--- src/rtl/sense_ctl_pkg.sv ---
package sense_ctl_pkg;

  localparam logic [7:0] ADDR_SENSE_CONTROL_4 = 8'h10;
  localparam logic [7:0] ADDR_SENSE_CONTROL_5 = 8'h11;
  localparam logic [7:0] ADDR_SENSE_CONTROL_6 = 8'h12;

  localparam logic [7:0] RST_SENSE_CONTROL_4 = 8'h80;
  localparam logic [7:0] RST_SENSE_CONTROL_5 = 8'h00;
  localparam logic [7:0] RST_SENSE_CONTROL_6 = 8'h40;

  localparam int AMP3_OR_BACKEMF_CALIBRATE_BIT = 0;
  localparam int SENSE_SIX_WRITE_UNLOCK_BIT    = 5;
  localparam int BACKEMF_OFFSET_SOURCE_BIT     = 6;
  localparam int GATE_DRIVER_ACTIVE_OVR_BIT    = 0;

  // Calibration duration of the amplifier offset engine
  localparam int CLK_PERIOD_PS = 5000;
  localparam int CAL_TIME_NS   = 1000;
  localparam int CAL_CYCLES    = (CAL_TIME_NS * 1000 + CLK_PERIOD_PS - 1) / CLK_PERIOD_PS;
  localparam int CAL_CNT_W     = 8;

  typedef enum logic [1:0] {
    CAL_IDLE = 2'b01,
    CAL_RUN  = 2'b10
  } cal_state_t;

endpackage

--- src/rtl/offset_cal_engine.sv ---
`timescale 1ns/1ps
module offset_cal_engine
(
  input  wire logic i_clk_sys,
  input  wire logic i_rst_b,
  input  wire logic i_start,
  input  wire logic i_backemf_mode,
  output logic      o_busy,
  output logic      o_backemf_q,
  output logic      o_done
);
  import sense_ctl_pkg::*;

  cal_state_t             state_q;
  logic [CAL_CNT_W-1:0]   cnt_q;
  logic                   done_q;

  localparam logic [CAL_CNT_W-1:0] CAL_LAST = CAL_CNT_W'(CAL_CYCLES - 1);

  always_ff @(posedge i_clk_sys or negedge i_rst_b) begin
    if (!i_rst_b) begin
      state_q <= CAL_IDLE;
      cnt_q   <= '0;
      done_q  <= 1'b0;
    end else begin
      done_q <= 1'b0;
      unique case (state_q)
        CAL_IDLE: begin
          if (i_start) begin
            state_q <= CAL_RUN;
            cnt_q   <= '0;
          end
        end
        CAL_RUN: begin
          if (cnt_q == CAL_LAST) begin
            state_q <= CAL_IDLE;
            done_q  <= 1'b1;
          end else begin
            cnt_q <= cnt_q + 1'b1;
          end
        end
      endcase
    end
  end

  // Mode is latched so a change of sense enable mid-run does not matter
  always_ff @(posedge i_clk_sys or negedge i_rst_b) begin
    if (!i_rst_b) begin
      o_backemf_q <= 1'b0;
    end else if (i_start && state_q == CAL_IDLE) begin
      o_backemf_q <= i_backemf_mode;
    end
  end

  assign o_busy = (state_q == CAL_RUN);
  assign o_done = done_q;

  chk_cal_run_length: assert property (@(posedge i_clk_sys) disable iff (!i_rst_b)
    (i_start && state_q == CAL_IDLE) |=> o_busy [*8] ##[1:300] o_done)
    else $error("Calibration did not finish in time");

endmodule

--- src/rtl/sense_control_6_regs.sv ---
`timescale 1ns/1ps
// Contract
// - Writes to sense control 6 are taken only while the unlock bit is one.
// - Bit 6 selects offset source, one is factory trim; resets to one.
// - Finished backEMF offset calibration clears the offset source bit to zero.
// - Bit 0 enables gate driver active override; resets to zero.
// - Register sits at address 0x12 and resets to 0x40.
// - Unlock is bit 5 of address 0x11, resets zero, blocks writes when zero.
// - Writing one to calibrate bit starts calibration unless one is already running; bit clears itself when done.
module sense_control_6_regs
(
  input  wire logic       i_clk_sys,
  input  wire logic       i_rst_b,
  input  wire logic       i_reg_wr,
  input  wire logic       i_reg_rd,
  input  wire logic [7:0] i_reg_addr,
  input  wire logic [7:0] i_reg_wdata,
  input  wire logic       i_backemf_sense_enable,
  output logic      [7:0] o_reg_rdata,
  output logic            o_backemf_offset_source,
  output logic            o_gate_driver_active_override,
  output logic            o_cal_busy,
  output logic            o_cal_backemf,
  output logic            o_cal_done
);
  import sense_ctl_pkg::*;

  logic [7:0] ctl4_q;
  logic [7:0] ctl5_q;
  logic [7:0] ctl6_q;
  logic [7:0] rdata_q;
  logic       cal_start;
  logic       cal_busy;
  logic       cal_backemf;
  logic       cal_done;
  logic       wr4;
  logic       wr5;
  logic       wr6;
  logic       bemf_done;

  function automatic logic [7:0] read_mux(input logic [7:0] addr, input logic [7:0] r4,
                                          input logic [7:0] r5, input logic [7:0] r6);
    read_mux = 8'h00;
    if (addr == ADDR_SENSE_CONTROL_4) read_mux = r4;
    if (addr == ADDR_SENSE_CONTROL_5) read_mux = r5;
    if (addr == ADDR_SENSE_CONTROL_6) read_mux = r6;
  endfunction

  assign wr4 = i_reg_wr && (i_reg_addr == ADDR_SENSE_CONTROL_4);
  assign wr5 = i_reg_wr && (i_reg_addr == ADDR_SENSE_CONTROL_5);
  assign wr6 = i_reg_wr && (i_reg_addr == ADDR_SENSE_CONTROL_6)
               && ctl5_q[SENSE_SIX_WRITE_UNLOCK_BIT];
  assign cal_start = wr4 && i_reg_wdata[AMP3_OR_BACKEMF_CALIBRATE_BIT] && !cal_busy;
  assign bemf_done = cal_done && cal_backemf;

  offset_cal_engine u_cal (
    .i_clk_sys      (i_clk_sys),
    .i_rst_b        (i_rst_b),
    .i_start        (cal_start),
    .i_backemf_mode (i_backemf_sense_enable),
    .o_busy         (cal_busy),
    .o_backemf_q    (cal_backemf),
    .o_done         (cal_done)
  );

  always_ff @(posedge i_clk_sys or negedge i_rst_b) begin
    if (!i_rst_b) begin
      ctl5_q <= RST_SENSE_CONTROL_5;
    end else if (wr5) begin
      ctl5_q <= i_reg_wdata;
    end
  end

  // Calibrate bit stays set while the engine runs, then clears itself
  always_ff @(posedge i_clk_sys or negedge i_rst_b) begin
    if (!i_rst_b) begin
      ctl4_q <= RST_SENSE_CONTROL_4;
    end else begin
      if (wr4) begin
        ctl4_q[7:1] <= i_reg_wdata[7:1];
      end
      if (cal_start) begin
        ctl4_q[AMP3_OR_BACKEMF_CALIBRATE_BIT] <= 1'b1;
      end else if (cal_done) begin
        ctl4_q[AMP3_OR_BACKEMF_CALIBRATE_BIT] <= 1'b0;
      end
    end
  end

  // BackEMF calibration completion wins over a same-cycle software write of the offset source bit
  always_ff @(posedge i_clk_sys or negedge i_rst_b) begin
    if (!i_rst_b) begin
      ctl6_q <= RST_SENSE_CONTROL_6;
    end else begin
      if (wr6) begin
        ctl6_q <= i_reg_wdata;
      end
      if (bemf_done) begin
        ctl6_q[BACKEMF_OFFSET_SOURCE_BIT] <= 1'b0;
      end
    end
  end

  always_ff @(posedge i_clk_sys or negedge i_rst_b) begin
    if (!i_rst_b) begin
      rdata_q <= 8'h00;
    end else if (i_reg_rd) begin
      rdata_q <= read_mux(i_reg_addr, ctl4_q, ctl5_q, ctl6_q);
    end
  end

  assign o_reg_rdata                   = rdata_q;
  assign o_backemf_offset_source       = ctl6_q[BACKEMF_OFFSET_SOURCE_BIT];
  assign o_gate_driver_active_override = ctl6_q[GATE_DRIVER_ACTIVE_OVR_BIT];
  assign o_cal_busy                    = cal_busy;
  assign o_cal_backemf                 = cal_backemf;
  assign o_cal_done                    = cal_done;

  chk_locked_write_held: assert property (@(posedge i_clk_sys) disable iff (!i_rst_b)
    (i_reg_wr && i_reg_addr == ADDR_SENSE_CONTROL_6 && !ctl5_q[SENSE_SIX_WRITE_UNLOCK_BIT]
     && !bemf_done) |=> $stable(ctl6_q))
    else $error("Locked write changed sense control 6");

  chk_unlocked_write_taken: assert property (@(posedge i_clk_sys) disable iff (!i_rst_b)
    (i_reg_wr && i_reg_addr == ADDR_SENSE_CONTROL_6 && ctl5_q[SENSE_SIX_WRITE_UNLOCK_BIT]
     && !bemf_done) |=> (ctl6_q == $past(i_reg_wdata)))
    else $error("Unlocked write not stored");

  chk_offset_cleared: assert property (@(posedge i_clk_sys) disable iff (!i_rst_b)
    bemf_done |=> !o_backemf_offset_source)
    else $error("Offset source not cleared after calibration");

  chk_offset_output: assert property (@(posedge i_clk_sys) disable iff (!i_rst_b)
    $rose(o_backemf_offset_source) |-> $past(wr6)
      && $past(i_reg_wdata[BACKEMF_OFFSET_SOURCE_BIT]))
    else $error("Offset source set without an unlocked write");

  chk_override_cause: assert property (@(posedge i_clk_sys) disable iff (!i_rst_b)
    $changed(o_gate_driver_active_override) |-> $past(wr6)
      && (o_gate_driver_active_override == $past(i_reg_wdata[GATE_DRIVER_ACTIVE_OVR_BIT])))
    else $error("Active override changed without an unlocked write");

  chk_reset_value: assert property (@(posedge i_clk_sys)
    $rose(i_rst_b) |-> (ctl6_q == RST_SENSE_CONTROL_6) && !ctl5_q[SENSE_SIX_WRITE_UNLOCK_BIT])
    else $error("Reset value of sense control 6 wrong");

  chk_cal_bit_clear: assert property (@(posedge i_clk_sys) disable iff (!i_rst_b)
    (cal_done && !cal_start) |=> (!ctl4_q[AMP3_OR_BACKEMF_CALIBRATE_BIT] && !cal_busy))
    else $error("Calibrate bit did not clear itself");

  chk_read_contents: assert property (@(posedge i_clk_sys) disable iff (!i_rst_b)
    (i_reg_rd && i_reg_addr == ADDR_SENSE_CONTROL_6) |=> (o_reg_rdata == $past(ctl6_q)))
    else $error("Read did not return sense control 6 contents");

  // Busy cycles counted so run length is checked without a long repetition
  logic [CAL_CNT_W-1:0] busy_run_q;

  always_ff @(posedge i_clk_sys or negedge i_rst_b) begin
    if (!i_rst_b) begin
      busy_run_q <= '0;
    end else if (cal_busy) begin
      busy_run_q <= busy_run_q + 1'b1;
    end else begin
      busy_run_q <= '0;
    end
  end

  chk_busy_bounded: assert property (@(posedge i_clk_sys) disable iff (!i_rst_b)
    cal_busy |-> (busy_run_q < CAL_CNT_W'(CAL_CYCLES)))
    else $error("Calibration ran past its length");

  chk_busy_full_length: assert property (@(posedge i_clk_sys) disable iff (!i_rst_b)
    cal_done |-> (busy_run_q == CAL_CNT_W'(CAL_CYCLES)))
    else $error("Calibration ended early");

  chk_cal_done_time: assert property (@(posedge i_clk_sys) disable iff (!i_rst_b)
    cal_start |-> ##201 cal_done)
    else $error("Calibration done pulse at wrong cycle");

  chk_start_sets_busy: assert property (@(posedge i_clk_sys) disable iff (!i_rst_b)
    cal_start |=> (cal_busy && ctl4_q[AMP3_OR_BACKEMF_CALIBRATE_BIT]))
    else $error("Calibration start not taken");

  chk_cal_bit_busy: assert property (@(posedge i_clk_sys) disable iff (!i_rst_b)
    cal_busy |-> ctl4_q[AMP3_OR_BACKEMF_CALIBRATE_BIT])
    else $error("Calibrate bit low while calibration runs");

  chk_mode_latched: assert property (@(posedge i_clk_sys) disable iff (!i_rst_b)
    cal_start |=> (cal_backemf == $past(i_backemf_sense_enable)))
    else $error("Calibration mode not latched at start");

  chk_plain_cal_keeps: assert property (@(posedge i_clk_sys) disable iff (!i_rst_b)
    (cal_done && !cal_backemf && !wr6) |=> $stable(o_backemf_offset_source))
    else $error("Amplifier calibration touched offset source");

  chk_unlock_stored: assert property (@(posedge i_clk_sys) disable iff (!i_rst_b)
    wr5 |=> (ctl5_q == $past(i_reg_wdata)))
    else $error("Sense control 5 write not stored");

  chk_offset_from_write: assert property (@(posedge i_clk_sys) disable iff (!i_rst_b)
    (wr6 && !bemf_done) |=> (o_backemf_offset_source
      == $past(i_reg_wdata[BACKEMF_OFFSET_SOURCE_BIT])))
    else $error("Offset source does not follow write");

  chk_override_from_write: assert property (@(posedge i_clk_sys) disable iff (!i_rst_b)
    wr6 |=> (o_gate_driver_active_override
      == $past(i_reg_wdata[GATE_DRIVER_ACTIVE_OVR_BIT])))
    else $error("Active override does not follow write");

  chk_read_unlock: assert property (@(posedge i_clk_sys) disable iff (!i_rst_b)
    (i_reg_rd && i_reg_addr == ADDR_SENSE_CONTROL_5) |=> (o_reg_rdata == $past(ctl5_q)))
    else $error("Read did not return sense control 5 contents");

  chk_read_cal_bit: assert property (@(posedge i_clk_sys) disable iff (!i_rst_b)
    (i_reg_rd && i_reg_addr == ADDR_SENSE_CONTROL_4) |=> (o_reg_rdata == $past(ctl4_q)))
    else $error("Read did not return sense control 4 contents");

  chk_read_unmapped: assert property (@(posedge i_clk_sys) disable iff (!i_rst_b)
    (i_reg_rd && i_reg_addr != ADDR_SENSE_CONTROL_4 && i_reg_addr != ADDR_SENSE_CONTROL_5
     && i_reg_addr != ADDR_SENSE_CONTROL_6) |=> (o_reg_rdata == 8'h00))
    else $error("Unmapped read returned nonzero data");

  chk_rdata_held: assert property (@(posedge i_clk_sys) disable iff (!i_rst_b)
    !i_reg_rd |=> $stable(o_reg_rdata))
    else $error("Read data changed without a read");

endmodule

--- config.mk ---
export PLATFORM = sky130hd
export DESIGN_NAME = sense_control_6_regs
export DESIGN_NICKNAME = d
export VERILOG_FILES = /design/src/rtl/sense_ctl_pkg.sv /design/src/rtl/offset_cal_engine.sv /design/src/rtl/sense_control_6_regs.sv
export SDC_FILE = /design/constraint.sdc
export NUM_CORES = 1
export LEC_CHECK = 0
export BUFFER_PORTS_ARGS = -buffer_cell sky130_fd_sc_hd__buf_2
export CAP_MARGIN = 40
export CORE_UTILIZATION = 24
export DETAILED_ROUTE_END_ITERATION = 12
export GPL_TIMING_DRIVEN = 0
export PLACE_DENSITY = 0.38
export SYNTH_ARGS = -nofsm -noshare
export SYNTH_HDL_FRONTEND = slang
export SYNTH_SLANG_ARGS = --single-unit
--- constraint.sdc ---
create_clock -name i_clk_sys -period 1.98 [get_ports i_clk_sys]
set_input_delay 0.099 -clock i_clk_sys [delete_from_list [all_inputs] [get_ports i_clk_sys]]
set_output_delay 0.099 -clock i_clk_sys [all_outputs]
set_load 0.05 [all_outputs]
==> results of run 1 <==
metal layers:
layer / wire [µm] / vias to the layer above
met2: 2133 / 22
li1: - / 694
met1: 2357 / 694
met5: 0 / -
met3: 158 / 5
met4: 67 / 0
state kept, by name, summed over array words and instances (netlist names):
signal             count
ctl5_q                 8
u_cal.cnt_q            8
o_reg_rdata            8
ctl4_q                 8
ctl6_q                 8
u_cal.o_backemf_q      1
u_cal.state_q          2
u_cal.o_done           1
report_power, final:
group | switching, µW | leakage, µW | internal, µW | total [µW]
sequential | 7.05 | 0.000576 | 914 | 921
clock | 331 | 0.0000516 | 286 | 617
combinational | 61.4 | 0.000529 | 42.8 | 104
metrics by stage:
step / setup TNS [ns] / worst slack (ns) / area, µm²
after detailed placement: -0.02620 / -0.005347 / 2296
final: 0 / 0.2408 / 2409
after global routing: 0 / 0.1093 / 2409
after CTS: 0 / 0.01096 / 2402
after global placement: -0.08796 / -0.02690 / 2276
after floorplan: 0 / 0.4153 / 1988
synth_stat cells:
cell / instances
a21oi_1: 13
a22o_1: 3
a31oi_1: 2
and3_1: 2
and3b_1: 1
buf_1: 3
buf_2: 1
dfrtp_1: 41
dfstp_2: 3
ha_1: 1
inv_1: 12
mux2_2: 22
mux2i_1: 10
nand2_1: 6
nand2b_1: 2
nand2b_2: 1
nand3_1: 5
nand4_1: 3
nor2_1: 15
nor2b_1: 3
nor3_1: 1
nor3_4: 1
nor3b_1: 1
nor4_1: 1
nor4b_1: 1
o21ai_0: 6
o22ai_1: 8
o41ai_4: 1
or4_4: 1
or4bb_1: 1
cell type report:
class / instances / area (µm²)
buffer: 4 / 16.27
clock buffer: 6 / 82.58
clock inverter: 2 / 13.76
fill: 854 / 5479
inverter: 12 / 45.04
multi-input combinational: 111 / 828.3
sequential: 44 / 1105
tap: 102 / 127.6
timing repair buffer: 34 / 190.2
worst max-delay path: stages, from the launching register on:
cell      delay (ns)
dfrtp_1         0.41
ha_1            0.25
nand4_1         0.13
nor4b_2         0.46
nand2b_2        0.23
inv_1           0.08
a21oi_1         0.12
kinds of logic after synthesis:
kind of cell | synth area share (%)
multiplexers | 17.50
flip-flops | 55.57
AND/OR/NAND/NOR | 12.59
adder cells (fa/ha/maj) | 0.6292
AO/OA/AOI/OAI | 10.64
buffers and inverters | 3.083
repair_timing:
action | in CTS | in global routing
gates resized for setup | 0 | 1
hold buffers | 1 | 0
hold endpoints to repair | 16 | 0
setup endpoints to repair | 0 | 5
path summary, 6_finish.rpt:
kind | depth (start not counted) | slack (ns) | endpoint
setup / recovery | 6 | 0.24 | u_cal.cnt_q[2]$_DFFE_PN0P_
min in group asynchronous | 2 | 0.29 | u_cal.cnt_q[5]$_DFFE_PN0P_
hold / removal | 2 | 0.02 | u_cal.o_backemf_q$_DFFE_PN0P_
setup reg to reg | 6 | 0.24 | u_cal.cnt_q[2]$_DFFE_PN0P_
max in group asynchronous | 3 | 1.12 | ctl4_q[7]$_DFFE_PN1P_
hold reg to reg | 1 | 0.45 | ctl6_q[6]$_DFFE_PN1P_
==> out/qor.yml, run 1 <==
status: "finished, final reports clean"
final_util_pct: 30.54
dieArea_um2: 8652
synth_area_leaders: "dfrtp_1, mux2_2, mux2i_1"
clkSinkCount: 44
drtIter0Drc: 21
num_vias: 1415
totalWireLength_mm: 4.717
setup_viol: 0
ant_nets: 0
fp.dieW_um: 93.02
drive_gt1_share_pct: 33.80
r2r-start: "u_cal.cnt_q[0]$_DFFE_PN0P_"
fp-row-count: 32
clock.fmax_mhz: 575.0
hold_violations: 0
insertion_delay_ns: 0.30
p_leak_uw: 0.001156
post_cts_buffers: 0
required_ns: 2.21
p_per_area_nw_per_um2: 681.9
synth.cell_area_um2: 1988
final_common_cell: "dfrtp_1"
min_period_ns: 1.739
num-nets-final: 234
hold_path_class: "input pin to flip-flop"
cts_buffers: 5
met2_usage_pct: 18.20
startpoint: "u_cal.cnt_q[0]$_DFFE_PN0P_"
crit_fanout: 4
post-dp-hpwl_mm: 3.380
ys_ff_latch: 44
pin_count: 34
n_antenna_cell: 0
slew_headroom_pct: 56.95
grt_use_met1_pct: 16.51
antenna_found_initial: 0
cts_buffer_depth: 2
worst-setup-path-type: "flip-flop to flip-flop"
rsz0062_at_grt: "no"
fin_crit_sh_pct: 87.84
overflow: 0
track_usage_pct: 11.94
final_cell_mix: "dfrtp_1, buf_2, mux2_2"
io_buffer_count: 32
max-vdd-ir-drop_mv: 0.2445
grt_max_degree: 27
grt_pass1_vias: 1423
die_h_um: 93.02
synthCells: 171
dp.cells: 306
yosys.area.top_type_share_pct: 51.60
core_um2: 7888
grt_pass1_wl_mm: 7.748
seq_area_frac_synth_pct: 55.57
synth_top_area_cell: "dfrtp_1"
area_growth_pct: 21.15
crit_arrival_ns: 1.97
syn_area_per_cell_um2: 11.63
finalPower_uw: 1642
finalMaxSlewViolations: 0
via_per_inst: 4.492
syn-num-nets: 193
instances_no_fill: 315
synth_warnings: 0
whs_ns: 0.02215
htree_levels: 2
clock_skew_ns: 0.005328
worstSetupStartpointType: "flip-flop"
post-route-drc-count: 0
crit_path_end_kind: "flip-flop"
clk_pin_slew_ns: 0.09
root_buffer: "clkbuf_8"
wl_per_cell_um: 14.97
start_util_pct: 25.21
synth_cell_type_count: 30
cts_tree: "done"
grt.busiest_layer: "met2"
maxCapViolations: 0
hp-start: "i_backemf_sense_enable"
dr.pass1.iters: 4
met3_usage_pct: 2.764
tightest_slew_ns: 0.6438
gp_congestion: 0.7339
(Power assumes the default switching activity.)
==> inputs of run 2 (changes only) <==
--- a/config.mk
+++ b/config.mk
@@ -7,10 +7,12 @@
 export LEC_CHECK = 0
 export BUFFER_PORTS_ARGS = -buffer_cell sky130_fd_sc_hd__buf_2
 export CAP_MARGIN = 40
+export CORE_MARGIN = 10
 export CORE_UTILIZATION = 24
 export DETAILED_ROUTE_END_ITERATION = 12
 export GPL_TIMING_DRIVEN = 0
 export PLACE_DENSITY = 0.38
+export RECOVER_POWER = 100
 export SYNTH_ARGS = -nofsm -noshare
 export SYNTH_HDL_FRONTEND = slang
 export SYNTH_SLANG_ARGS = --single-unit
==> out/qor.yml, run 2 (synthesized netlist as in run 1, its figures left out) <==
n_antenna_cell: 0
path_cells: "buf_2, or4_4, nor3_2, nand3_1, mux2_2"
wl_per_cell_um: 15.63
met2_wirelength_mm: 2.487
dp.cells: 309
cts_buffers: 5
hold_path_class: "input pin to flip-flop"
crit_fanout: 9
via_per_inst: 4.500
final_cell_mix: "dfrtp_1, mux2_2, buf_2"
reg2reg_slack_ns: 0.26
post_cts_buffers: 0
ant_nets: 0
p_per_area_nw_per_um2: 727.3
whs_ns: 0.02343
r2r_end: "u_cal.cnt_q[0]$_DFFE_PN0P_"
io_buffer_count: 32
grt_max_degree: 26
core_um2: 8134
setup_viol: 0
crit_path_end_kind: "flip-flop"
status: "finished, final reports clean"
worstSetupStartpointType: "input pin"
grt_pass1_vias: 1556
fp-row-count: 33
startpoint: "i_reg_addr[3]"
dr.pass1.iters: 4
fin_crit_sh_pct: 91.06
overflow: 0
area_growth_pct: 20.58
setup-tns-final_ns: 0
p_leak_uw: 0.001097
cpPeakStageDelay_ns: 0.72
required_ns: 2.17
min_period_ns: 1.803
antenna_found_initial: 0
num_vias: 1431
clk_pin_slew_ns: 0.09
pin_count: 34
clock.fmax_mhz: 554.6
post-dp-hpwl_mm: 3.577
cts_buffer_depth: 2
rsz0062_at_grt: "no"
totalWireLength_mm: 4.969
finalMaxSlewViolations: 0
m1WireLength_mm: 2.248
num-fill-cells: 837
slowest_stage: "nor3_2"
crit_arrival_ns: 2.00
insertion_delay_ns: 0.30
met3_length_um: 172
slew_headroom_pct: 18.71
drtIter0Drc: 48
hold_violations: 0
root_buffer: "clkbuf_8"
clkSinkCount: 44
drive_gt1_share_pct: 27.70
cts_tree: "done"
gp_congestion: 0.7101
htree_levels: 2
final_common_cell: "dfrtp_1"
worst-setup-path-type: "input pin to flip-flop"
final_util_pct: 29.47
r2r_cells: 6
start_util_pct: 24.44
crit_path_end: "u_cal.o_backemf_q$_DFFE_PN0P_"
post-route-drc-count: 0
maxCapViolations: 0
max-vdd-ir-drop_mv: 0.2394
fp.dieW_um: 111.0
grt_pass1_wl_mm: 8.238
die_h_um: 111.0
r2r-start: "u_cal.cnt_q[0]$_DFFE_PN0P_"
routed.top_layer: "met4"
dieArea_um2: 12320
num-nets-final: 234
track_usage_pct: 8.250
instances_no_fill: 318
clock_skew_ns: 0.009933
tightest_slew_ns: 1.219
run 2: per-layer routing:
metal,vias up,GRT usage [%]
met4,0,2.571
met3,6,2.327
li1,694,-
met1,709,9.923
met5,-,0
met2,22,13.88
run 2: what timing repair did:
| item | CTS | global route |
|---|---|---|
| hold buffers | 1 | 0 |
| hold endpoints to repair | 17 | 0 |
| resized for setup | 1 | 0 |
| endpoints found under the setup margin | 1 | 0 |
run 2: how the worst min path moves through the flow:
stage	from	endpoint	cells after the start
floorplan	i_rst_b	ctl4_q[0]$_DFFE_PN0P_	0
global placement	i_backemf_sense_enable	u_cal.o_backemf_q$_DFFE_PN0P_	2
detailed placement	i_rst_b	ctl6_q[7]$_DFFE_PN0P_	1
CTS	i_backemf_sense_enable	u_cal.o_backemf_q$_DFFE_PN0P_	2
global route	i_backemf_sense_enable	u_cal.o_backemf_q$_DFFE_PN0P_	2
finish	i_backemf_sense_enable	u_cal.o_backemf_q$_DFFE_PN0P_	2
run 2: cell type report:
cell class / count / area (µm²) / area share, %
inverter: 12 / 45.04 / 1.879
buffer: 4 / 16.27 / 0.6785
sequential: 44 / 1105 / 46.09
timing repair buffer: 34 / 173.9 / 7.255
tap: 105 / 131.4 / 5.480
clock buffer: 5 / 68.82 / 2.871
clock inverter: 3 / 46.29 / 1.931
multi-input combinational: 111 / 810.8 / 33.82
run 2: per-stage QoR:
| step | cell area, µm² | power, µW | setup slack, ns |
|---|---|---|---|
| floorplan | 1988 | 980.6 | 0.4153 |
| global placement | 2280 | 1040 | -0.002469 |
| detailed placement | 2300 | 1045 | 0.005870 |
| CTS | 2431 | 1782 | 0.2283 |
| global route | 2397 | 1831 | 0.03542 |
| finish | 2397 | 1744 | 0.1770 |
run 2: worst max-delay path, delay by kind of cell:
family / cells / cell delay [ns]
simple gates: 3 / 1.48
mux: 1 / 0.31
buf+inv: 1 / 0.10
run 2: power breakdown:
| part | leakage, µW | switching, µW | internal (µW) |
|---|---|---|---|
| Combinational | 0.000466 | 59.4 | 42.5 |
| Sequential | 0.000576 | 7.26 | 914 |
| Clock | 0.0000548 | 340 | 380 |
| Total | 0.00110 | 407 | 1340 |
==> inputs of run 3 (changes only) <==
--- a/config.mk
+++ b/config.mk
@@ -5,14 +5,16 @@
 export SDC_FILE = /design/constraint.sdc
 export NUM_CORES = 1
 export LEC_CHECK = 0
+export ABC_AREA = 1
 export BUFFER_PORTS_ARGS = -buffer_cell sky130_fd_sc_hd__buf_2
 export CAP_MARGIN = 40
 export CORE_MARGIN = 10
 export CORE_UTILIZATION = 24
 export DETAILED_ROUTE_END_ITERATION = 12
 export GPL_TIMING_DRIVEN = 0
-export PLACE_DENSITY = 0.38
+export PLACE_DENSITY = 0.37
 export RECOVER_POWER = 100
 export SYNTH_ARGS = -nofsm -noshare
 export SYNTH_HDL_FRONTEND = slang
+export SYNTH_HIERARCHICAL = 1
 export SYNTH_SLANG_ARGS = --single-unit
==> constraint.sdc (replaced) <==
create_clock -name i_clk_sys -period 1.98 [get_ports i_clk_sys]
set_input_delay 0.198 -clock i_clk_sys [delete_from_list [all_inputs] [get_ports i_clk_sys]]
set_output_delay 0.198 -clock i_clk_sys [all_outputs]
set_load 0.05 [all_outputs]
==> out/qor.yml, run 3 <==
status: "finished, final reports clean"
clkSinkCount: 44
syn_area_per_cell_um2: 8.364
htree_levels: 2
gp_congestion: 0.7052
m1WireLength_mm: 2.839
p_leak_uw: 0.001403
overflow: 0
clock_skew_ns: 0.005575
cts_buffer_depth: 2
dieArea_um2: 13940
via_per_inst: 3.978
final_util_pct: 28.67
synth_area_leaders: "dfrtp_1, nand2_1, nand3_1"
instances_no_fill: 447
synthArstFlopShare_pct: 100.0
met2_wirelength_mm: 2.462
hold_path_class: "input pin to flip-flop"
crit_arrival_ns: 1.44
cts_tree: "done"
min_period_ns: 1.643
track_usage_pct: 8.420
drive_gt1_share_pct: 15.72
io_buffer_count: 32
synth_cell_type_count: 31
post-route-drc-count: 0
required_ns: 1.78
final_cell_mix: "nand2_1, dfrtp_1, nand3_1"
num_vias: 1778
reg2reg_slack_ns: 0.45
synth.cell_area_um2: 2308
drtIter0Drc: 64
clk_pin_slew_ns: 0.09
root_buffer: "clkbuf_8"
hold_buffers: 1
grt_pass1_vias: 1915
insertion_delay_ns: 0.29
tightest_slew_ns: 0.7374
setup-tns-final_ns: 0
netlist_top_cells_count: "nand2_1, dfrtp_1, nand3_1"
crit_path_end: "o_cal_busy"
seq_area_frac_synth_pct: 47.86
synth_top_area_cell: "dfrtp_1"
synth.most_common_cell: "nand2_1"
worst-setup-path-type: "flip-flop to output pin"
setup_viol: 0
start_util_pct: 24.87
post_cts_buffers: 0
clock.fmax_mhz: 608.7
final_common_cell: "nand2_1"
wl_per_cell_um: 12.46
met3_length_um: 215
worstSetupStartpointType: "flip-flop"
finalMaxSlewViolations: 0
dp.cells: 438
die_h_um: 118.1
ys_ff_latch: 44
syn-num-nets: 299
r2r_cells: 9
totalWireLength_mm: 5.568
crit_fanout: 11
routed.top_layer: "met4"
yosys.area.top_type_share_pct: 44.44
hold_violations: 0
core_um2: 9284
cts_resized: 0
timing.final.ws_setup_ns: 0.3372
dr.pass1.iters: 4
synth-edff-count: 0
grt_max_degree: 34
grt_pass1_wl_mm: 9.860
maxCapViolations: 0
synth_ff_type: "dfrtp_1"
area_growth_pct: 15.28
slew_headroom_pct: 50.66
post-dp-hpwl_mm: 4.329
crit_path_end_kind: "output pin"
r2r-start: "u_cal/state_q[0]$_DFFE_PN1P_"
startpoint: "u_cal/state_q[0]$_DFFE_PN1P_"
fp-row-count: 35
antenna_found_initial: 0
ant_nets: 0
max-vdd-ir-drop_mv: 0.3283
num-nets-final: 340
pin_count: 34
cts_buffers: 5
r2r_end: "u_cal/cnt_q[6]$_DFFE_PN0P_"
fin_crit_sh_pct: 82.97
p_per_area_nw_per_um2: 790.2
n_antenna_cell: 0
fp.dieW_um: 118.1
synth_warnings: 6
pre_cts_ws_ns: 0.2238
synthCells: 276
rsz0062_at_grt: "no"
## run 3: cell count changes in the layout (fill, tap and decap cells not counted), moves of 7 or more
cell      previous run  this run
inv_1               12        35
o21ai_0              6        15
nand3b_1             0         9
nand3_1              5        36
mux2_2              22         1
o22ai_1              8         0
nand2_1              6        84
a21oi_1             13         6
mux2i_1             10         0
## run 3: cells by family after synthesis
| family | Yosys count | share of synthesized area (%) |
|---|---|---|
| and+or+nand+nor | 156 | 34.53 |
| AOI/OAI and AO/OA | 29 | 7.155 |
| adders and majority gates | 2 | 1.084 |
| muxes | 1 | 0.4878 |
| buffers and inverters | 44 | 8.888 |
| DFF | 44 | 47.86 |
## run 3: metrics by stage
step	area, µm²	total power, µW	hold WS, ns
after global routing	2661	2258	0.1359
after detailed placement	2650	1559	0.1118
after CTS	2753	2166	0.1222
after floorplan	2308	1429	-0.09759
final	2661	2103	0.1299
after global placement	2630	1556	0.4310
## run 3: per-layer routing
layer / vias to the layer above / track usage (%)
met2: 28 / 13.63
met4: 0 / 2.318
met3: 5 / 2.206
met5: - / 0
met1: 788 / 10.72
li1: 957 / -
## run 3: how the worst min path moves through the flow
stage                                       from  slack [ns]  depth (start not counted)                             to
final                     i_backemf_sense_enable        0.13                          2  u_cal/o_backemf_q$_DFFE_PN0P_
after global placement    i_backemf_sense_enable        0.43                          2  u_cal/o_backemf_q$_DFFE_PN0P_
after floorplan                          i_rst_b        -0.1                          0          ctl4_q[0]$_DFFE_PN0P_
after global routing      i_backemf_sense_enable        0.14                          2  u_cal/o_backemf_q$_DFFE_PN0P_
after detailed placement                 i_rst_b        0.11                          1     o_reg_rdata[6]$_DFFE_PN0P_
after CTS                 i_backemf_sense_enable        0.12                          2  u_cal/o_backemf_q$_DFFE_PN0P_
## run 3: worst max-delay path, cell delays in order, from the launching register on
cell,delay [ns]
dfstp_2,0.39
nor2_4,0.25
clkbuf_1,0.51
## run 3: power breakdown
part	internal (µW)	leakage, µW	switching [µW]
Combinational	167	0.000781	231
Sequential	1000	0.000572	116
Clock	279	0.0000510	306
## run 3: cell type report
| class | count | area (µm²) |
|---|---|---|
| Sequential cell | 44 | 1105 |
| Clock inverter | 2 | 10.01 |
| Inverter | 37 | 138.9 |
| Timing Repair Buffer | 34 | 172.7 |
| Tap cell | 129 | 161.4 |
| Multi-Input combinational cell | 188 | 949.7 |
| Buffer | 7 | 41.29 |
| Clock buffer | 6 | 82.58 |
| Fill cell | 1083 | 6623 |
